File: config.mk
export PLATFORM = sky130hd
export DESIGN_NAME = ior_out_cell
export DESIGN_NICKNAME = d
export VERILOG_FILES = /design/src/logic/ior_pkg.sv /design/src/logic/ior_out_cell.sv /design/src/logic/ior_fifo.sv
export SDC_FILE = /design/constraint.sdc
export NUM_CORES = 1
export LEC_CHECK = 0
export ABC_AREA = 1
export BUFFER_PORTS_ARGS = -buffer_cell sky130_fd_sc_hd__buf_2
export CORE_UTILIZATION = 47
export CTS_CLUSTER_SIZE = 30
export DETAILED_ROUTE_END_ITERATION = 6
export PLACE_DENSITY = 0.63
export SLEW_MARGIN = 30
export SYNTH_ARGS = -nofsm -noshare
export SYNTH_HDL_FRONTEND = slang
export SYNTH_SLANG_ARGS = --single-unit
File: constraint.sdc
create_clock -name core_clk -period 2.11 [get_ports core_clk]
set_input_delay 0.633 -clock core_clk [delete_from_list [all_inputs] [get_ports core_clk]]
set_output_delay 0.633 -clock core_clk [all_outputs]
set_load 0.01 [all_outputs]
File: src/logic/ior_pkg.sv
// constants and types shared by the output register cell
package ior_pkg;
  // ************************************************
  // word layout and sizes
  // ************************************************
  localparam int FIFO_DEPTH = 8;
  localparam int WORD_W = 3;
  localparam int BIT_FIRST = 0;
  localparam int BIT_SECOND = 1;
  localparam int BIT_TRI = 2;
  // ************************************************
  // values after reset
  // ************************************************
  localparam logic RST_DATA = 1'h0;
  localparam logic RST_TRI = 1'h1;
  // ************************************************
  // storage modes
  // ************************************************
  typedef enum logic [1:0] {IOR_SDR_FF, IOR_SDR_LATCH, IOR_DDR} ior_mode_t;
endpackage

File: src/logic/ior_out_cell.sv
// output and tri-state register path of one pad logic cell
//
// Summary of operation
// - sdr: one storage element drives pad
// - sdr element is flip-flop or latch
// - ddr: capture both inputs on rise
// - next fall: second value into fall stage
// - clock-driven mux alternates rise/fall stages
// - tri-state control registered, drives enable
// - paired cells give true and inverted outputs
`timescale 1ns/1ps
`default_nettype none
module ior_out_cell #(
  parameter int DEPTH = ior_pkg::FIFO_DEPTH
) (
  input wire logic core_clk,
  input wire logic rst,
  input wire ior_pkg::ior_mode_t mode,
  input wire logic comp_pair_en,
  input wire logic first_data_in,
  input wire logic second_data_in,
  input wire logic tristate_ctrl_in,
  input wire logic in_valid,
  output logic in_ready,
  input wire logic out_hold,
  output logic pad_data_out,
  output logic pad_data_n_out,
  output logic pad_oe_n
);
  import ior_pkg::*;

  // ************************************************
  // parameter check
  // ************************************************
  generate
    if (DEPTH < 2) begin : g_bad_param
      $error("ior_out_cell needs a fifo depth of at least 2");
    end
  endgenerate

  // ************************************************
  // input buffering
  // ************************************************
  logic head_valid;
  logic [WORD_W-1:0] head;
  logic [WORD_W-1:0] in_word;
  logic pop;

  always_comb begin
    in_word = '0;
    in_word[BIT_FIRST] = first_data_in;
    in_word[BIT_SECOND] = second_data_in;
    in_word[BIT_TRI] = tristate_ctrl_in;
  end

  assign pop = head_valid & ~out_hold;

  ior_fifo #(
    .WIDTH(WORD_W),
    .DEPTH(DEPTH)
  ) u_fifo (
    .core_clk(core_clk),
    .rst(rst),
    .in_valid(in_valid),
    .in_data(in_word),
    .in_ready(in_ready),
    .out_valid(head_valid),
    .out_data(head),
    .out_ready(~out_hold)
  );

  // ************************************************
  // rising edge stages
  // ************************************************
  typedef struct packed {
    logic rise_stage_reg;
    logic second_cap;
    logic tri_reg;
  } ior_rise_st_t;

  typedef struct packed {
    logic fall_stage_reg;
    logic latch_q;
  } ior_fall_st_t;

  ior_rise_st_t st_ff;
  ior_rise_st_t nxt_st;
  ior_fall_st_t fst_ff;
  ior_fall_st_t nxt_fst;
  logic lat_d;

  always_comb begin
    nxt_st = st_ff;
    if (pop) begin
      nxt_st.rise_stage_reg = head[BIT_FIRST];
      nxt_st.second_cap = head[BIT_SECOND];
      nxt_st.tri_reg = head[BIT_TRI];
    end
  end

  always_ff @(posedge core_clk) begin
    if (rst) begin
      st_ff.rise_stage_reg <= RST_DATA;
      st_ff.second_cap <= RST_DATA;
      st_ff.tri_reg <= RST_TRI;
    end else begin
      st_ff <= nxt_st;
    end
  end

  // ************************************************
  // falling edge stages
  // ************************************************
  // latch is transparent while the clock is high
  assign lat_d = pop ? head[BIT_FIRST] : fst_ff.latch_q;

  always_comb begin
    nxt_fst = fst_ff;
    nxt_fst.fall_stage_reg = st_ff.second_cap;
    nxt_fst.latch_q = lat_d;
  end

  always_ff @(negedge core_clk) begin
    if (rst) begin
      fst_ff.fall_stage_reg <= RST_DATA;
      fst_ff.latch_q <= RST_DATA;
    end else begin
      fst_ff <= nxt_fst;
    end
  end

  // ************************************************
  // pad drive
  // ************************************************
  always_comb begin
    case (mode)
      IOR_SDR_FF: pad_data_out = st_ff.rise_stage_reg;
      IOR_SDR_LATCH: pad_data_out = core_clk ? lat_d : fst_ff.latch_q;
      IOR_DDR: pad_data_out = core_clk ? st_ff.rise_stage_reg : fst_ff.fall_stage_reg;
      default: pad_data_out = st_ff.rise_stage_reg;
    endcase
  end

  assign pad_data_n_out = comp_pair_en ? ~pad_data_out : 1'h0;
  assign pad_oe_n = st_ff.tri_reg;
endmodule
`default_nettype wire

File: src/logic/ior_fifo.sv
// parameterised word fifo in front of the output registers
`timescale 1ns/1ps
`default_nettype none
module ior_fifo #(
  parameter int WIDTH = ior_pkg::WORD_W,
  parameter int DEPTH = ior_pkg::FIFO_DEPTH
) (
  input wire logic core_clk,
  input wire logic rst,
  input wire logic in_valid,
  input wire logic [WIDTH-1:0] in_data,
  output logic in_ready,
  output logic out_valid,
  output logic [WIDTH-1:0] out_data,
  input wire logic out_ready
);
  import ior_pkg::*;
  localparam int AW = (DEPTH > 1) ? $clog2(DEPTH) : 1;
  localparam logic [AW:0] FULL_CNT = (AW + 1)'(DEPTH);

  // ************************************************
  // parameter check
  // ************************************************
  generate
    if (DEPTH < 2 || (1 << AW) != DEPTH || WIDTH < 1) begin : g_bad_param
      $error("ior_fifo needs a power of two depth of at least 2");
    end
  endgenerate

  typedef struct packed {
    logic [DEPTH-1:0][WIDTH-1:0] mem;
    logic [AW-1:0] wr_ptr;
    logic [AW-1:0] rd_ptr;
    logic [AW:0] count;
    logic ready;
    logic valid;
  } ior_fifo_st_t;

  ior_fifo_st_t st_ff;
  ior_fifo_st_t nxt_st;
  logic push;
  logic pop;

  // ************************************************
  // next state
  // ************************************************
  always_comb begin
    nxt_st = st_ff;
    push = in_valid & st_ff.ready;
    pop = st_ff.valid & out_ready;
    if (push) begin
      nxt_st.mem[st_ff.wr_ptr] = in_data;
      nxt_st.wr_ptr = st_ff.wr_ptr + AW'(1);
    end
    if (pop) begin
      nxt_st.rd_ptr = st_ff.rd_ptr + AW'(1);
    end
    if (push && !pop) begin
      nxt_st.count = st_ff.count + (AW + 1)'(1);
    end else if (pop && !push) begin
      nxt_st.count = st_ff.count - (AW + 1)'(1);
    end
    nxt_st.ready = (nxt_st.count != FULL_CNT);
    nxt_st.valid = (nxt_st.count != '0);
  end

  always_ff @(posedge core_clk) begin
    if (rst) begin
      st_ff <= '0;
      st_ff.ready <= 1'h1;
    end else begin
      st_ff <= nxt_st;
    end
  end

  assign in_ready = st_ff.ready;
  assign out_valid = st_ff.valid;
  assign out_data = st_ff.mem[st_ff.rd_ptr];
endmodule
`default_nettype wire

# Word level (Yosys, flattened, before mapping)
# Cells that the tools add are included.
# W data, S select, Z words.
# op_classes
n_mux	12
reduce_logical	6
addsub	4
eq_ne	3
n_bitwise	4
magnitude_cmp	3
# ops
cell	count
$bwmux W24	1
$bmux W3 S3	1
$demux W3 S3	1
$lt A3 B4 Y1 const B	2
$mux W4	2
$add A3 B1 Y3 const B	2
$mux W3	2
$add A4 B1 Y4 const B	1
$mux W1	4
$ne A4 B4 Y1 const B	1
$reduce_bool A4 Y1	1
$sub A4 B1 Y4 const B	1
$ge A3 B1 Y1 const B	1
$logic_and A1 B1 Y1	3
$and A1 B1 Y1	2
$eq A2 B1 Y1 const B	1
$eq A2 B2 Y1 const B	1
$logic_not A1 Y1	2
$not A1 Y1	2
$pmux W1 S2	1
# totals
ff_bits	41
output_inout_bits	4
wordCells	50
input_bits	10

# Longest topological paths before layout
# logic_depth
word_depth	7
depth_mapped	10
depth_no_buf	10

# Modules after synthesis
# A second synthesis with hierarchy kept.
# hier_totals
hier_cells	285
area_unflattened_um2	1984.4
# modules_own_cells
mod	cells_each	n_inst	area_per_inst_um2	seq_area_each_um2
ior_fifo	247	1	1707.9	720.7
ior_out_cell	38	1	276.5	100.1

==> impl_metrics.prom <==
# TYPE chip_impl_metric gauge
chip_impl_info{name="critPathLaunch",value="fst_ff[0]"} 1
chip_impl_info{name="synth_commonest_cells",value="64 x nor2_1, 41 x dfxtp_1, 41 x inv_1"} 1
chip_impl_metric{name="antenna_left",unit=""} 0
chip_impl_metric{name="postRouteWirelength",unit="mm"} 4.70
chip_impl_metric{name="netlist_instances",unit=""} 281
chip_impl_metric{name="fin_hold_ws",unit="ns"} 0.460
chip_impl_info{name="timing.critical_path.to_type",value="output pin"} 1
chip_impl_info{name="crit_end",value="pad_data_n_out"} 1
chip_impl_metric{name="dpl_wire_length",unit="mm"} 3.07
chip_impl_info{name="synth_top_flop_cell",value="dfxtp_1"} 1
chip_impl_metric{name="pwr_density_cell",unit="nW/µm²"} 1070
chip_impl_metric{name="ys_async_sr_fraction",unit="%"} 0
chip_impl_metric{name="p_leak",unit="nW"} 1.18
chip_impl_info{name="timing.rr.start",value="u_fifo.st_ff[6]"} 1
chip_impl_metric{name="wl_per_cell",unit="µm"} 12.5
chip_impl_metric{name="timing.final.hold_violations",unit=""} 0
chip_impl_metric{name="reg_to_reg_setup_timing_slack",unit="ns"} 0.10
chip_impl_metric{name="grt.overflow.total",unit=""} 0
chip_impl_metric{name="routabilityCongestion",unit=""} 0.836
chip_impl_metric{name="grt_pass1_vias",unit=""} 1781
chip_impl_info{name="start_kind",value="flip-flop"} 1
chip_impl_metric{name="crit_buf_inv",unit=""} 2
chip_impl_info{name="criticalPathCategory",value="reg2out"} 1
chip_impl_metric{name="drive_gt1_share",unit="%"} 24.0
chip_impl_metric{name="rows",unit=""} 23
chip_impl_metric{name="wire_length_of_the_first_global_routing_pass",unit="mm"} 7.57
chip_impl_metric{name="syn-cell-area",unit="µm²"} 1970
chip_impl_metric{name="tightest_pin_transition",unit="ns"} 0.314
chip_impl_metric{name="ys.warnings.count",unit=""} 0
chip_impl_metric{name="dr.pass1.iters",unit=""} 4
chip_impl_info{name="run_status",value="complete, but fails checks"} 1
chip_impl_metric{name="die_height",unit="µm"} 66.7
chip_impl_metric{name="nNetsFinal",unit=""} 338
chip_impl_info{name="crit_chain",value="o21a_1 > nand2_4 > buf_8 > nand2_2 > a21oi_2 > buf_2"} 1
chip_impl_info{name="synth_area_leader_cell",value="dfxtp_1"} 1
chip_impl_metric{name="synth_nets",unit=""} 297
chip_impl_info{name="slowest_stage_cell_cp",value="dfxtp_2"} 1
chip_impl_metric{name="syn_avg_cell_area",unit="µm²"} 7.00
chip_impl_metric{name="seq_area_frac_synth",unit="%"} 41.7
chip_impl_metric{name="finalSetupTns",unit="ns"} -2.01
chip_impl_metric{name="worst-path-stages",unit=""} 6
chip_impl_metric{name="synth_cell_types",unit=""} 25
chip_impl_metric{name="die_x",unit="µm"} 66.7
chip_impl_metric{name="largest_net_degree_at_the_start_of_global_routing",unit=""} 14
chip_impl_metric{name="initial_antenna_violation_count",unit=""} 0
chip_impl_metric{name="yosys_register_bits",unit=""} 41
chip_impl_info{name="critical_path.reg2reg.endpoint",value="fst_ff[0]"} 1
chip_impl_metric{name="drt-initial-drc-count",unit=""} 66
chip_impl_metric{name="synth-edff-count",unit=""} 0
chip_impl_metric{name="clkLatencyLatePin",unit="ns"} 0.48
chip_impl_metric{name="globalRouteTotalUtil",unit="%"} 24.7
chip_impl_metric{name="crit_arrival",unit="ns"} 2.51
chip_impl_metric{name="avgViaCountPerCell",unit=""} 4.95
chip_impl_metric{name="fp.dieArea",unit="µm²"} 4450
chip_impl_metric{name="reg2reg_depth",unit=""} 6
chip_impl_metric{name="area_growth",unit="%"} 29.5
chip_impl_metric{name="post-route-worst-setup-slack",unit="ns"} -1.03
chip_impl_metric{name="final_core_util",unit="%"} 63.7
chip_impl_metric{name="timing.max_cap.violations",unit=""} 0
chip_impl_metric{name="worst_slack_at_placement",unit="ns"} -0.458
chip_impl_metric{name="cp_slowest_stage_delay",unit="ns"} 0.32
chip_impl_info{name="failing_checks",value="setup timing"} 1
chip_impl_metric{name="antenna_cells",unit=""} 0
chip_impl_metric{name="vdd_drop_max",unit="V"} 0.000494
chip_impl_metric{name="count_of_boundary_i_o_pins",unit=""} 14
chip_impl_info{name="critPathTopFamily",value="flip-flops"} 1
chip_impl_info{name="holdCritStartpoint",value="u_fifo.st_ff[24]"} 1
chip_impl_metric{name="clkSlewWorstSetupHoldPaths",unit="ns"} 0.08
chip_impl_metric{name="crit_fanout",unit=""} 2
chip_impl_metric{name="worst_slew_margin_rel",unit="%"} 79.1
chip_impl_metric{name="core_area",unit="µm²"} 4000
chip_impl_info{name="unrepaired_setup_endpoints_after_global_routing",value="yes"} 1
chip_impl_metric{name="worst-endpoint-required",unit="ns"} 1.48
chip_impl_metric{name="num_vias",unit=""} 1858
chip_impl_metric{name="yosysTopAreaCellShare",unit="%"} 41.7
chip_impl_metric{name="start_util",unit="%"} 49.2
chip_impl_metric{name="drt_drc",unit=""} 0
chip_impl_info{name="holdCritPathClass",value="reg2reg"} 1
chip_impl_metric{name="setup_viol",unit=""} 5
chip_impl_info{name="synthMostInstantiatedCell",value="nor2_1"} 1
chip_impl_metric{name="portBuffers",unit=""} 13
chip_impl_metric{name="skew",unit="ns"} 0.0794
chip_impl_info{name="tritoncts",value="done"} 1
chip_impl_info{name="netlist_top_cells_area",value="dfxtp_1 42%, nor2_1 12%, o21ai_0 9.9%, inv_1 7.8%, nand2_1 5.9%"} 1
chip_impl_metric{name="cts.hold.buffers_added",unit=""} 0
chip_impl_metric{name="timing.final.max_slew_violations",unit=""} 0
## cell type report
class,instances,area (µm²)
clock buffer,21,268
clock inverter,5,32.5
fill,350,1450
inverter,41,156
multi-input combinational,190,1010
sequential,41,830
tap,50,62.6
timing repair buffer,27,186
## what timing repair did
item	in CTS	in global routing
gates resized for setup	16	12
setup endpoints to repair	5	7
buffers inserted	2	1
pin swaps	8	4
## worst min path at each step
stage / depth (start not counted) / endpoint
6_report: 2 / u_fifo.st_ff[24]
5_1_grt: 2 / u_fifo.st_ff[27]
3_5_place_dp: 2 / u_fifo.st_ff[21]
4_1_cts: 2 / u_fifo.st_ff[24]
3_3_place_gp: 2 / u_fifo.st_ff[21]
2_1_floorplan: 2 / u_fifo.st_ff[30]
## where the power goes
part           total (mW)  leakage (nW)  switching [mW]  internal [mW]
sequential          0.935         0.336          0.0762          0.859
clock                1.20         0.212           0.452          0.751
combinational       0.598         0.631           0.342          0.256
## state kept, by name (all words and copies together) (netlist names)
| register | cells |
|---|---|
| u_fifo.out_valid | 1 |
| u_fifo.in_ready | 1 |
| pad_oe_n | 1 |
| nxt_fst | 1 |
| u_fifo.st_ff | 34 |
| st_ff | 1 |
| fst_ff | 2 |
## routing by layer
metal / up-vias / share of wire, % / GRT usage (%) / wire [µm]
met5: - / 0 / 0 / 0
met4: 0 / 3.1 / 17.3 / 148
met3: 18 / 3.8 / 14.6 / 178
met2: 32 / 45 / 35.4 / 2130
met1: 839 / 48 / 27.0 / 2250
li1: 969 / - / - / -
## logic make-up (layout without fill, tap and decap cells)
group | after synthesis | after routing | synth area share [%]
AND/OR/NAND/NOR | 113 | 113 | 23.6
AO/OA/AOI/OAI | 65 | 65 | 17.7
buffers and inverters | 50 | 94 | 10.4
flip-flops | 41 | 41 | 41.7
adder cells (fa/ha/maj) | 6 | 6 | 3.81
XOR/XNOR | 3 | 3 | 1.34
multiplexers | 3 | 3 | 1.53
## per-stage QoR
step	total power [mW]	cell area [µm²]	std cells
after floorplan	1.37	1980	281
after global placement	1.54	2170	351
after detailed placement	1.55	2170	351
after CTS	2.71	2510	374
after global routing	2.91	2550	375
final	2.74	2550	375
## cell usage in the layout (no fill, tap or decap), types with 3 or more instances in the layout
| cell type | n |
|---|---|
| o211ai_1 | 3 |
| nand3_1 | 5 |
| a21oi_1 | 16 |
| dfxtp_1 | 36 |
| nor2_1 | 64 |
| o21ai_0 | 38 |
| nand2_1 | 24 |
| inv_1 | 42 |
| ha_1 | 6 |
| mux2i_1 | 3 |
| buf_4 | 14 |
| buf_6 | 3 |
| nand3_2 | 7 |
| nand2_4 | 3 |
| clkbuf_8 | 15 |
| nand2_2 | 8 |
| dfxtp_2 | 4 |
| buf_2 | 13 |
## tightest hold or removal path, stage by stage (launching register included)
cell and delay (ns):
dfxtp_1 0.30, inv_1 0.06, a21oi_1 0.06
Power figures use the tool's default switching activity.
